File: src/core/sidrf_pkg.sv
// constants, types and format tables for the source tag response framer
package sidrf_pkg;
   // register addresses
   localparam logic [7:0] ADDR_TAG0   = 8'h1A;
   localparam logic [7:0] ADDR_TAG1   = 8'h1B;
   localparam logic [7:0] ADDR_TIMING = 8'h22;
   localparam logic [7:0] REG_ZERO    = 8'h00;
   // reserved bits 6:4 of the second tag register
   localparam logic [7:0] TAG1_WMASK  = 8'h8F;
   // tag register fields
   localparam int EN_BIT = 7;
   localparam int FMT_HI = 6;
   localparam int FMT_LO = 4;
   localparam int TAG_HI = 3;
   localparam int TAG_LO = 0;
   // timing register fields
   localparam int PER_HI     = 7;
   localparam int PER_LO     = 5;
   localparam int TRAIN_BIT  = 4;
   localparam int CALRST_BIT = 3;
   localparam int CRM_HI     = 2;
   localparam int CRM_LO     = 1;
   localparam int CALEN_BIT  = 0;

   typedef enum logic [2:0] {
      mode_dsi3,
      mode_psi5_async,
      mode_psi5_sync,
      mode_psi5_daisy,
      mode_psi5_prog,
      mode_spi,
      mode_i2c
   } sidrf_mode_type;

   typedef struct packed {
      logic [2:0] tag_bits;
      logic [1:0] ka_bits;
      logic [2:0] stat_bits;
      logic [4:0] data_bits;
      logic [5:0] total_bits;
   } sidrf_fmt_type;

   // periodic response layouts, indexed by format code
   localparam sidrf_fmt_type FMT_TABLE [8] = '{
      '{3'h0, 2'h2, 3'h4, 5'h0A, 6'h18},
      '{3'h4, 2'h2, 3'h4, 5'h0A, 6'h1C},
      '{3'h0, 2'h0, 3'h4, 5'h0C, 6'h18},
      '{3'h4, 2'h0, 3'h4, 5'h0C, 6'h1C},
      '{3'h0, 2'h2, 3'h0, 5'h0A, 6'h14},
      '{3'h0, 2'h0, 3'h0, 5'h10, 6'h18},
      '{3'h0, 2'h0, 3'h4, 5'h10, 6'h1C},
      '{3'h4, 2'h0, 3'h4, 5'h10, 6'h20}
   };
   localparam logic [4:0] PSI5_DATA_NARROW = 5'h0A;
   localparam logic [4:0] PSI5_DATA_WIDE   = 5'h10;
   localparam logic [2:0] TAG_FIELD_NONE   = 3'h0;

   // periodic period in microseconds, indexed by period select
   localparam logic [11:0] PERIOD_US [8] = '{
      12'h064, 12'h07D, 12'h0FA, 12'h14D,
      12'h1F4, 12'h320, 12'h3E8, 12'h7D0
   };
   localparam logic [3:0]  CRM_UNIT  = 4'h1;
   localparam logic [12:0] START_NOW = 13'h0000;
endpackage

File: src/core/sidrf_top.sv
// source tag selection and response format logic for sensor frames
`timescale 1ns/100ps

// Operation
// - format codes 0-3 give periodic field sizes
// - format codes 4-7 give periodic field sizes
// - PSI5 uses format top bit only
// - PSI5 programming mode fixes 10-bit data
// - SPI/I2C format bits stored, otherwise unused
// - SPI single enabled match returns that word
// - SPI no or double match gives error
// - DSI3 enabled source sends word, tag only in formats with a tag field
// - PSI5 ignores tag values, sync and programming modes use enables
// - PSI5 async/daisy always sends source zero only
// - PSI5 sync sends enabled sources at start times
// - timing register writable outside normal PSI5
// - timing register included in config check
// - timing register field layout, default from i_otp_timing
// - tag register field layouts
// - period select decodes to microseconds when calibrating
module sidrf_top (
   // clock and reset
   input  wire logic                    i_mclk,
   input  wire logic                    i_rst_n,
   // defaults loaded after reset
   input  wire logic [7:0]              i_otp_tag0,
   input  wire logic [7:0]              i_otp_tag1,
   input  wire logic [7:0]              i_otp_timing,
   // active protocol
   input  wire sidrf_pkg::sidrf_mode_type i_comm_mode,
   // register port
   input  wire logic [7:0]              i_reg_addr,
   input  wire logic                    i_reg_wr,
   input  wire logic                    i_reg_rd,
   input  wire logic [7:0]              i_reg_wdata,
   output logic      [7:0]              o_reg_rdata,
   output logic                         o_reg_rvalid,
   // sensor words and slot start times
   input  wire logic [15:0]             i_sensor_word0,
   input  wire logic [15:0]             i_sensor_word1,
   input  wire logic [12:0]             i_rsp_start0,
   input  wire logic [12:0]             i_rsp_start1,
   // frame triggers
   input  wire logic                    i_sync_pulse,
   input  wire logic                    i_async_tick,
   // frame descriptor to the encoder
   output logic                         o_tx_valid,
   output logic                         o_tx_source,
   output logic      [3:0]              o_tx_tag,
   output logic      [15:0]             o_tx_word,
   output logic      [12:0]             o_tx_start,
   output logic      [2:0]              o_tx_tag_bits,
   output logic      [1:0]              o_tx_ka_bits,
   output logic      [2:0]              o_tx_stat_bits,
   output logic      [4:0]              o_tx_data_bits,
   output logic      [5:0]              o_tx_total_bits,
   // spi sensor data request
   input  wire logic                    i_spi_req,
   input  wire logic [3:0]              i_spi_tag,
   output logic                         o_spi_valid,
   output logic                         o_spi_err,
   output logic                         o_spi_source,
   output logic      [15:0]             o_spi_word,
   // timing configuration view
   output logic      [11:0]             o_period_us,
   output logic      [3:0]              o_crm_multiple,
   output logic                         o_cal_en,
   output logic                         o_cal_rst,
   output logic                         o_train_sel,
   output logic      [7:0]              o_cfg_check
);

   typedef enum {st_idle, st_src0, st_src1} sidrf_state_type;

   function automatic logic is_psi5_run(input sidrf_pkg::sidrf_mode_type m);
      return (m == sidrf_pkg::mode_psi5_async) ||
             (m == sidrf_pkg::mode_psi5_sync) ||
             (m == sidrf_pkg::mode_psi5_daisy);
   endfunction

   function automatic sidrf_pkg::sidrf_fmt_type fmt_decode(
      input logic [2:0] code,
      input sidrf_pkg::sidrf_mode_type m);
      sidrf_pkg::sidrf_fmt_type f;
      f = sidrf_pkg::FMT_TABLE[code];
      if (is_psi5_run(m) || m == sidrf_pkg::mode_psi5_prog) begin
         f = '0;
         f.data_bits = code[2] ? sidrf_pkg::PSI5_DATA_WIDE
                               : sidrf_pkg::PSI5_DATA_NARROW;
         if (m == sidrf_pkg::mode_psi5_prog) begin
            f.data_bits = sidrf_pkg::PSI5_DATA_NARROW;
         end
         f.total_bits = {1'b0, f.data_bits};
      end
      return f;
   endfunction

   // configuration registers
   logic       loaded, next_loaded;
   logic [7:0] tag0, next_tag0;
   logic [7:0] tag1, next_tag1;
   logic [7:0] timing, next_timing;
   logic       wr_ok;

   assign wr_ok = i_reg_wr && !is_psi5_run(i_comm_mode);

   always_comb begin
      next_loaded = 1'b1;
      next_tag0   = tag0;
      next_tag1   = tag1;
      next_timing = timing;
      if (!loaded) begin
         // defaults caught after reset release, not under it
         next_tag0   = i_otp_tag0;
         next_tag1   = i_otp_tag1 & sidrf_pkg::TAG1_WMASK;
         next_timing = i_otp_timing;
      end else if (wr_ok) begin
         if (i_reg_addr == sidrf_pkg::ADDR_TAG0) begin
            next_tag0 = i_reg_wdata;
         end
         if (i_reg_addr == sidrf_pkg::ADDR_TAG1) begin
            next_tag1 = i_reg_wdata & sidrf_pkg::TAG1_WMASK;
         end
         if (i_reg_addr == sidrf_pkg::ADDR_TIMING) begin
            next_timing = i_reg_wdata;
         end
      end
   end

   always_ff @(posedge i_mclk or negedge i_rst_n) begin
      if (!i_rst_n) begin
         loaded <= 1'b0;
         tag0   <= sidrf_pkg::REG_ZERO;
         tag1   <= sidrf_pkg::REG_ZERO;
         timing <= sidrf_pkg::REG_ZERO;
      end else begin
         loaded <= next_loaded;
         tag0   <= next_tag0;
         tag1   <= next_tag1;
         timing <= next_timing;
      end
   end

   // register reads and timing view
   logic [7:0]  next_rdata;
   logic        next_rvalid;
   logic [11:0] next_period;
   logic [7:0]  next_check;

   always_comb begin
      next_rvalid = i_reg_rd;
      next_rdata  = o_reg_rdata;
      if (i_reg_rd) begin
         unique case (i_reg_addr)
            sidrf_pkg::ADDR_TAG0:   next_rdata = tag0;
            sidrf_pkg::ADDR_TAG1:   next_rdata = tag1;
            sidrf_pkg::ADDR_TIMING: next_rdata = timing;
            default:                next_rdata = sidrf_pkg::REG_ZERO;
         endcase
      end
      next_period = '0;
      if (timing[sidrf_pkg::CALEN_BIT]) begin
         next_period =
            sidrf_pkg::PERIOD_US[timing[sidrf_pkg::PER_HI:sidrf_pkg::PER_LO]];
      end
      next_check = tag0 ^ tag1 ^ timing;
   end

   always_ff @(posedge i_mclk or negedge i_rst_n) begin
      if (!i_rst_n) begin
         o_reg_rdata    <= sidrf_pkg::REG_ZERO;
         o_reg_rvalid   <= 1'b0;
         o_period_us    <= '0;
         o_crm_multiple <= sidrf_pkg::CRM_UNIT;
         o_cal_en       <= 1'b0;
         o_cal_rst      <= 1'b0;
         o_train_sel    <= 1'b0;
         o_cfg_check    <= sidrf_pkg::REG_ZERO;
      end else begin
         o_reg_rdata    <= next_rdata;
         o_reg_rvalid   <= next_rvalid;
         o_period_us    <= next_period;
         o_crm_multiple <= sidrf_pkg::CRM_UNIT <<
                           timing[sidrf_pkg::CRM_HI:sidrf_pkg::CRM_LO];
         o_cal_en       <= timing[sidrf_pkg::CALEN_BIT];
         o_cal_rst      <= timing[sidrf_pkg::CALRST_BIT];
         o_train_sel    <= timing[sidrf_pkg::TRAIN_BIT];
         o_cfg_check    <= next_check;
      end
   end

   // frame sequencer: snapshot then at most one descriptor per source
   sidrf_state_type           state, next_state;
   logic [7:0]                snap0, next_snap0;
   logic [7:0]                snap1, next_snap1;
   logic                      force0, next_force0;
   sidrf_pkg::sidrf_mode_type snap_mode, next_snap_mode;
   sidrf_pkg::sidrf_fmt_type  fmt, next_fmt;
   logic                      next_tx_valid;
   logic                      next_tx_source;
   logic [3:0]                next_tx_tag;
   logic [15:0]               next_tx_word;
   logic [12:0]               next_tx_start;
   logic                      sync_frame;
   logic                      async_frame;

   // programming mode frames must reach the narrow decode
   assign sync_frame  = i_sync_pulse &&
                        (i_comm_mode == sidrf_pkg::mode_dsi3 ||
                         i_comm_mode == sidrf_pkg::mode_psi5_prog ||
                         i_comm_mode == sidrf_pkg::mode_psi5_sync);
   assign async_frame = i_async_tick &&
                        (i_comm_mode == sidrf_pkg::mode_psi5_async ||
                         i_comm_mode == sidrf_pkg::mode_psi5_daisy);

   always_comb begin
      next_state     = state;
      next_snap0     = snap0;
      next_snap1     = snap1;
      next_force0    = force0;
      next_snap_mode = snap_mode;
      next_fmt       = fmt;
      next_tx_valid  = 1'b0;
      next_tx_source = o_tx_source;
      next_tx_tag    = o_tx_tag;
      next_tx_word   = o_tx_word;
      next_tx_start  = o_tx_start;
      unique case (state)
         st_idle: begin
            if (sync_frame || async_frame) begin
               next_snap0     = tag0;
               next_snap1     = tag1;
               next_force0    = async_frame;
               next_snap_mode = i_comm_mode;
               next_fmt       = fmt_decode(tag0[sidrf_pkg::FMT_HI:
                                                sidrf_pkg::FMT_LO],
                                           i_comm_mode);
               next_state     = st_src0;
            end
         end
         st_src0: begin
            if (snap0[sidrf_pkg::EN_BIT] || force0) begin
               next_tx_valid  = 1'b1;
               next_tx_source = 1'b0;
               next_tx_word   = i_sensor_word0;
               next_tx_start  = force0 ? sidrf_pkg::START_NOW
                                       : i_rsp_start0;
               next_tx_tag    = snap0[sidrf_pkg::TAG_HI:sidrf_pkg::TAG_LO];
            end
            next_state = force0 ? st_idle : st_src1;
         end
         st_src1: begin
            if (snap1[sidrf_pkg::EN_BIT]) begin
               next_tx_valid  = 1'b1;
               next_tx_source = 1'b1;
               next_tx_word   = i_sensor_word1;
               next_tx_start  = i_rsp_start1;
               next_tx_tag    = snap1[sidrf_pkg::TAG_HI:sidrf_pkg::TAG_LO];
            end
            next_state = st_idle;
         end
      endcase
      if (snap_mode != sidrf_pkg::mode_dsi3 ||
          fmt.tag_bits == sidrf_pkg::TAG_FIELD_NONE) begin
         next_tx_tag = '0;
      end
   end

   always_ff @(posedge i_mclk or negedge i_rst_n) begin
      if (!i_rst_n) begin
         state           <= st_idle;
         snap0           <= sidrf_pkg::REG_ZERO;
         snap1           <= sidrf_pkg::REG_ZERO;
         force0          <= 1'b0;
         snap_mode       <= sidrf_pkg::mode_dsi3;
         fmt             <= '0;
         o_tx_valid      <= 1'b0;
         o_tx_source     <= 1'b0;
         o_tx_tag        <= '0;
         o_tx_word       <= '0;
         o_tx_start      <= '0;
         o_tx_tag_bits   <= '0;
         o_tx_ka_bits    <= '0;
         o_tx_stat_bits  <= '0;
         o_tx_data_bits  <= '0;
         o_tx_total_bits <= '0;
      end else begin
         state           <= next_state;
         snap0           <= next_snap0;
         snap1           <= next_snap1;
         force0          <= next_force0;
         snap_mode       <= next_snap_mode;
         fmt             <= next_fmt;
         o_tx_valid      <= next_tx_valid;
         o_tx_source     <= next_tx_source;
         o_tx_tag        <= next_tx_tag;
         o_tx_word       <= next_tx_word;
         o_tx_start      <= next_tx_start;
         o_tx_tag_bits   <= fmt.tag_bits;
         o_tx_ka_bits    <= fmt.ka_bits;
         o_tx_stat_bits  <= fmt.stat_bits;
         o_tx_data_bits  <= fmt.data_bits;
         o_tx_total_bits <= fmt.total_bits;
      end
   end

   logic        hit0, hit1;
   logic        next_spi_valid;
   logic        next_spi_err;
   logic        next_spi_source;
   logic [15:0] next_spi_word;

   assign hit0 = tag0[sidrf_pkg::EN_BIT] &&
                 tag0[sidrf_pkg::TAG_HI:sidrf_pkg::TAG_LO] == i_spi_tag;
   assign hit1 = tag1[sidrf_pkg::EN_BIT] &&
                 tag1[sidrf_pkg::TAG_HI:sidrf_pkg::TAG_LO] == i_spi_tag;

   always_comb begin
      next_spi_valid  = i_spi_req;
      next_spi_err    = o_spi_err;
      next_spi_source = o_spi_source;
      next_spi_word   = o_spi_word;
      if (i_spi_req) begin
         next_spi_err    = !(hit0 ^ hit1);
         next_spi_source = hit1 && !hit0;
         next_spi_word   = (hit0 ^ hit1) ?
                           (hit1 ? i_sensor_word1 : i_sensor_word0) : '0;
      end
   end

   always_ff @(posedge i_mclk or negedge i_rst_n) begin
      if (!i_rst_n) begin
         o_spi_valid  <= 1'b0;
         o_spi_err    <= 1'b0;
         o_spi_source <= 1'b0;
         o_spi_word   <= '0;
      end else begin
         o_spi_valid  <= next_spi_valid;
         o_spi_err    <= next_spi_err;
         o_spi_source <= next_spi_source;
         o_spi_word   <= next_spi_word;
      end
   end

endmodule

File: config.mk
export PLATFORM = sky130hd
export DESIGN_NAME = sidrf_top
export DESIGN_NICKNAME = d
export VERILOG_FILES = /design/src/core/sidrf_pkg.sv /design/src/core/sidrf_top.sv
export SDC_FILE = /design/constraint.sdc
export NUM_CORES = 1
export LEC_CHECK = 0
export BUFFER_PORTS_ARGS = -buffer_cell sky130_fd_sc_hd__buf_2
export CAP_MARGIN = 20
export CORE_MARGIN = 1
export CORE_UTILIZATION = 55
export CTS_CLUSTER_DIAMETER = 50
export DETAILED_ROUTE_END_ITERATION = 16
export PLACE_DENSITY = 0.93
export SETUP_SLACK_MARGIN = 0.4
export SLEW_MARGIN = 10
export SYNTH_ARGS = -nofsm -noshare
export SYNTH_HDL_FRONTEND = slang
export SYNTH_SLANG_ARGS = --single-unit
File: constraint.sdc
create_clock -name i_mclk -period 4.44 [get_ports i_mclk]
set_input_delay 0.888 -clock i_mclk [delete_from_list [all_inputs] [get_ports i_mclk]]
set_output_delay 0.888 -clock i_mclk [all_outputs]
set_load 0.01 [all_outputs]
==> metrics.md, run 1 <==
| Metric | Value |
|---|---|
| Status | complete, no violations |
| Initial antenna violation count | 0 |
| Top cells by area, synth | dfrtp_1 54%, mux2i_1 4.1%, nor2_1 3.4% |
| Worst slew pin tran | 1040 ps |
| Layout Cells excl Fill | 1004 |
| Combinational share of power | 29.5% |
| Sequential area share after synthesis | 54.86% |
| Cells after Synth | 639 |
| Ant. Diodes | 0 |
| Hold Slack | 377.2 ps |
| Rows | 40 |
| Gr ovfl total | 0 |
| Slowest-stage cell, CP | inv_1 |
| GR Util All Layers | 27.31% |
| Placed insts | 972 |
| Most common cell after layout, fill and taps aside | buf_2 |
| Routability cong. | 0.8629 |
| Netlist cell types | 56 |
| YS warnings | 0 |
| Most used DFF post-synth | dfrtp_1 |
| Clk buf depth | 2 |
| Clock transition at path regs | 60 ps |
| Share of layout cells above drive strength 1 | 32.54% |
| Detail Route Antenna Nets | 0 |
| CTS tree | done |
| Switching share of power | 33.20% |
| First-pass GRT wire length | 27220 um |
| Die ar. | 12980 sq um |
| Fin. max-slew vios | 0 |
| Setup Viol. Count Final | 0 |
| Hold_buf cts | 0 |
| WP depth | 9 |
| Commonest cells after routing, fill and taps aside | 208 x buf_2, 149 x dfrtp_1, 62 x nor2_1 |
| Num CTS Buffers | 17 |
| Fill count | 889 |
| Post-route minimum period | 3322 ps |
| CP Launch Type | input pin |
| Wirelength per Cell | 17.34 um |
| Final HPWL DP | 12050 um |
| Cells along the critical path | buf_2 > xnor2_1 > nand2_1 > or2_2 > inv_1 > ha_1 > inv_1 > nand3_1 > o221ai_1 |
| Pre-CTS setup slack | 784.8 ps |
| Core area | 12110 sq um |
| Post-route DRC violation count | 0 |
| Fmax | 0.3010 GHz |
| Post-synth EDFFs | 0 |
| Critical Path Source | i_spi_tag[0] |
| Delay-heaviest family, CP | simple AND/OR/NAND/NOR gates |
| Max-cap check violation count | 0 |
| I/O pin count | 221 |
| Pin count of the biggest net entering global routing | 97 |
| Synth Register Bits | 151 |
| Worst Hold Depth | 0 |
| P_int | 3095 uW |
| Worst min path class | reg2reg |
| Clock power frac | 28.1% |
| Setup TNS Final | 0 ps |
| Switching power | 1538 uW |
| Cell mode on critical path | inv_1 |
| Final Hold Viols | 0 |
| DRT Wirelength | 17410 um |
| DR vias/cell | 5.773 |
| Leak pwr | 0.003968 uW |
| Post-CTS Setup Inserts | 0 |
| 1st-iter DRT viols | 394 |
| Synthesized area per cell | 10.78 sq um |
| Hold Path Origin | fmt[15] |
| Yosys top cell by area | dfrtp_1 |
| Chip width | 113.9 um |
| Mapped cell area | 6890 sq um |
| Top-area cell type share of the netlist area | 54.48% |
| Placed instance area | 7970 sq um |
| FF-to-FF Start | tag1[0] |
| Pwr Density | 544.1 nW/um^2 |
| Asr flop ratio synth | 100.0% |
| Crit path capture type | flop |
| Fin crit share | 74.82% |
| Vias in the first global route | 5545 |
| Worst Reg-to-Reg Cells | 8 |
| Design area | 8514 sq um |
| H-tree depth | 4 |
| Multi-input gate area | 2793 sq um |
| Flop pwr share | 42.4% |
| Area grow syn2layout | 23.57% |
| Setup Crit Path Kind | in2reg |
| Starting Density | 56.89% |
| CP Data Required Time | 4770 ps |
| Die Ht | 113.9 um |
| Crit-path max cell delay | 700 ps |
| Vias | 5796 |
| Fin Clk Skew | 7.576 ps |
| Worst endpoint data arrival time | 3650 ps |
| Post-cts repair resize count | 0 |
| Max_slew headroom | 30.11% |
| PnR worst setup slack | 1118 ps |
| CP bufs+invs | 3 |
| Num Clock Sinks | 151 |
| CP Max Fanout | 32 |
| Maximum VDD drop | 0.2497 mV |
| I/O Buffers | 209 |
| First drt pass iteration count | 5 |
| Sequential cell area | 3781 sq um |
| Clk Latency, worst-skew pair | 420 ps |
| Nets | 947 |
| RSZ-0062 raised after global routing | false |
| Clock root cell | clkbuf_16 |
## power by group through the flow
stage | Combinational, uW | Clock (uW) | Sequential [uW]
6_report | 1370 | 1300 | 1960
5_1_grt | 1500 | 1380 | 2000
4_1_cts | 1370 | 1330 | 1960
3_5_place_dp | 1360 | 0 | 1980
3_3_place_gp | 1310 | 0 | 1960
2_1_floorplan | 765 | 0 | 2050
## sequential cells by signal (all words and copies together) (netlist names), 8 cells and up
| register | flops |
|---|---|
| o_tx_word | 16 |
| o_tx_start | 13 |
| o_reg_rdata | 8 |
| o_spi_word | 16 |
| fmt | 12 |
| tag0 | 8 |
| o_cfg_check | 8 |
| o_period_us | 11 |
| timing | 8 |
## metal layers
layer | wire length (um) | global-route usage [%] | vias to the layer above
li1 | - | - | 2644
met1 | 6845 | 33.25 | 2784
met2 | 8763 | 45.66 | 326
met3 | 1391 | 7.120 | 42
met4 | 412 | 12.55 | 0
met5 | 0 | 0 | -
## cells in the mapped netlist, types with 10 or more instances
| library cell | n |
|---|---|
| dfrtp_1 | 150 |
| inv_1 | 27 |
| a31oi_1 | 22 |
| a22oi_1 | 11 |
| buf_4 | 10 |
| a21oi_1 | 37 |
| o2111ai_1 | 16 |
| mux2i_1 | 28 |
| o21ai_0 | 28 |
| nand2_1 | 14 |
| nor2_1 | 62 |
| nand3_1 | 37 |
| o221ai_1 | 16 |
| ha_1 | 11 |
| xnor2_1 | 17 |
| clkbuf_1 | 33 |
| mux2_2 | 19 |
## logic make-up (layout without fill, tap and decap cells)
| group | count (synthesis) | after routing | share of synthesized area (%) |
|---|---|---|---|
| AND/OR/NAND/NOR | 152 | 152 | 10.86 |
| adder cells (fa/ha/maj) | 13 | 13 | 2.288 |
| XOR/XNOR | 24 | 24 | 3.051 |
| AO/OA/AOI/OAI | 167 | 167 | 16.47 |
| flip-flops | 151 | 151 | 54.86 |
| other | 2 | 9 | 0.1090 |
| multiplexers | 47 | 47 | 7.173 |
| buffers and inverters | 83 | 273 | 5.193 |
## stage by stage
step / util (%) / total power [uW]
after floorplan: - / 2819
after global routing: 70.30 / 4881
after CTS: 70.20 / 4657
after detailed placement: 65.81 / 3346
after global placement: 65.81 / 3268
final: 70.30 / 4633
## layout make-up
type / instances / area share, %
clock buffers: 21 / 5.290
clock inverters: 10 / 0.9552
flip-flops and latches: 151 / 44.41
repair buffers: 214 / 12.84
multi-input cells: 412 / 32.80
well taps: 168 / 2.469
inverters: 28 / 1.234
## path summary, 6_finish.rpt
kind / endpoint / slack [ps]
worst max-delay path: o_spi_word[10] / 1120
worst min-delay path: o_tx_ka_bits[1] / 380
worst max register to register: o_spi_word[10] / 1210
worst min register to register: o_tx_ka_bits[1] / 380
max in group asynchronous: o_spi_word[13] / 2930
min in group asynchronous: o_crm_multiple[1] / 540
Power figures use the tool's default switching activity.
==> run 2, diff against run 1 <==
--- a/config.mk
+++ b/config.mk
@@ -8,10 +8,10 @@
 export BUFFER_PORTS_ARGS = -buffer_cell sky130_fd_sc_hd__buf_2
 export CAP_MARGIN = 20
 export CORE_MARGIN = 1
-export CORE_UTILIZATION = 55
+export CORE_UTILIZATION = 51
 export CTS_CLUSTER_DIAMETER = 50
 export DETAILED_ROUTE_END_ITERATION = 16
-export PLACE_DENSITY = 0.93
+export PLACE_DENSITY = 0.88
 export SETUP_SLACK_MARGIN = 0.4
 export SLEW_MARGIN = 10
 export SYNTH_ARGS = -nofsm -noshare
==> constraint.sdc (replaced) <==
create_clock -name i_mclk -period 3.1 [get_ports i_mclk]
set_input_delay 0.62 -clock i_mclk [delete_from_list [all_inputs] [get_ports i_mclk]]
set_output_delay 0.62 -clock i_mclk [all_outputs]
set_load 0.01 [all_outputs]
==> metrics.md, run 2 (same netlist as run 1, synthesis figures left out) <==
| Metric | Value |
|---|---|
| Vias in the first global route | 5481 |
| Clock transition at path regs | 60 ps |
| Initial antenna violation count | 1 |
| FF-to-FF Start | tag1[2] |
| Fin crit share | 76.24% |
| Final core occ | 66.14% |
| Setup Crit Path Kind | reg2reg |
| Wirelength per Cell | 16.35 um |
| Rows | 42 |
| Final Power | 7003 uW |
| Die ar. | 13980 sq um |
| Largest registers | o_spi_word (16), o_tx_word (16), o_tx_start (13) |
| Sequential cell area | 3780 sq um |
| CTS tree | done |
| Met3 routed WL | 1092 um |
| Post-cts repair resize count | 0 |
| Clk Latency, worst-skew pair | 420 ps |
| Final HPWL DP | 11820 um |
| Worst min path class | in2async |
| Setup TNS Final | 0 ps |
| Pwr Density | 802.6 nW/um^2 |
| I/O Buffers | 209 |
| Area grow syn2layout | 26.62% |
| Clk buf depth | 2 |
| Clock root cell | clkbuf_16 |
| Starting Density | 52.24% |
| GR Util All Layers | 25.41% |
| Fmax | 0.4231 GHz |
| DRT Wirelength | 16740 um |
| Placed insts | 991 |
| Share of layout cells above drive strength 1 | 33.29% |
| First drt pass iteration count | 4 |
| Fill count | 1036 |
| Die Ht | 118.2 um |
| Most common cell after layout, fill and taps aside | buf_2 |
| Chip width | 118.2 um |
| Max_slew headroom | 41.93% |
| Hold_buf cts | 0 |
| H-tree depth | 4 |
| Multi-input gate area | 2793 sq um |
| Leak pwr | 0.004070 uW |
| Worst slew pin tran | 871.1 ps |
| CP Max Fanout | 32 |
| Crit path capture type | flop |
| DR vias/cell | 5.624 |
| Num Clock Sinks | 151 |
| Post-CTS Setup Inserts | 0 |
| 1st-iter DRT viols | 354 |
| First-pass GRT wire length | 27570 um |
| Top layer used by detailed routing | met4 |
| Num CTS Buffers | 17 |
| Maximum VDD drop | 0.3777 mV |
| Vias | 5759 |
| Fin Clk Skew | 4.077 ps |
| Detail Route Antenna Nets | 0 |
| Final Hold Viols | 0 |
| Worst Reg-to-Reg Cells | 9 |
| Core area | 13190 sq um |
| Post-route DRC violation count | 0 |
| CP Launch Type | flop |
| Post-route minimum period | 2364 ps |
| I/O pin count | 221 |
| Layout Cells excl Fill | 1024 |
| Hold Slack | 252.2 ps |
| WL met1 | 7011 um |
| CP Data Required Time | 3420 ps |
| Routability cong. | 0.8492 |
| Worst reg2reg setup slack | 740 ps |
| Setup Viol. Count Final | 0 |
| Met2 wire len | 8155 um |
| Worst endpoint data arrival time | 2680 ps |
| Nets | 957 |
| RSZ-0062 raised after global routing | false |
| Pin count of the biggest net entering global routing | 95 |
| Reg2reg end | o_spi_word[14] |
| Commonest cells after routing, fill and taps aside | 208 x buf_2, 150 x dfrtp_1, 62 x nor2_1 |
| Status | complete, no violations |
| Max-cap check violation count | 0 |
| Fin. max-slew vios | 0 |
| Gr ovfl total | 0 |
[run 2: cell types whose count changed in the layout (fill, tap and decap cells not counted), sizes merged]
| cell | change |
|---|---|
| clkinv | -5 |
| clkbuf | +3 |
| diode | +1 |
| buf | +10 |
| bufinv | +3 |
[run 2: cell type report]
cell class	instances	area share, %
Sequential cell	151	43.32
Inverter	28	1.205
Multi-Input combinational cell	412	32.01
Clock buffer	24	5.636
Clock inverter	8	1.635
Antenna cell	1	0.02868
Timing Repair Buffer	224	13.64
Tap cell	176	2.524
[run 2: power breakdown]
group | leakage, uW | switching (uW) | total (uW) | internal [uW]
Combinational | 0.00192 | 1170 | 2020 | 859
Sequential | 0.00183 | 283 | 2790 | 2510
Clock | 0.000310 | 754 | 2180 | 1430
Total | 0.00407 | 2200 | 7000 | 4800
[run 2: routing by layer]
layer / global-route usage, % / up-vias
met5: 0 / -
met4: 11.62 / 0
met3: 5.502 / 39
met2: 41.65 / 277
met1: 32.30 / 2770
li1: - / 2673
[run 2: per-stage QoR]
stage                     setup WS, ps  instance area (sq um)
final                            736.4                   8725
after global routing             555.9                   8725
after CTS                        738.1                   8722
after detailed placement         523.7                   8088
after global placement           601.8                   8088
after floorplan                  535.6                   6917
[run 2: how the worst max path moves through the flow]
| stage | from | end | cells after the start |
|---|---|---|---|
| floorplan | i_spi_tag[1] | o_spi_word[11] | 11 |
| global placement | i_spi_tag[1] | o_spi_word[7] | 10 |
| detailed placement | i_spi_tag[2] | o_spi_word[14] | 10 |
| CTS | tag1[2] | o_spi_word[14] | 9 |
| global route | tag1[2] | o_spi_word[14] | 9 |
| finish | tag1[2] | o_spi_word[14] | 9 |
[run 2: critical path: stages (launching register included)]
cell and delay [ps]:
dfrtp_1 470, xnor2_1 230, nand3_1 110, or2_2 460, inv_1 100, ha_1 240
inv_1 60, buf_4 290, o2111ai_1 170, o221ai_1 140
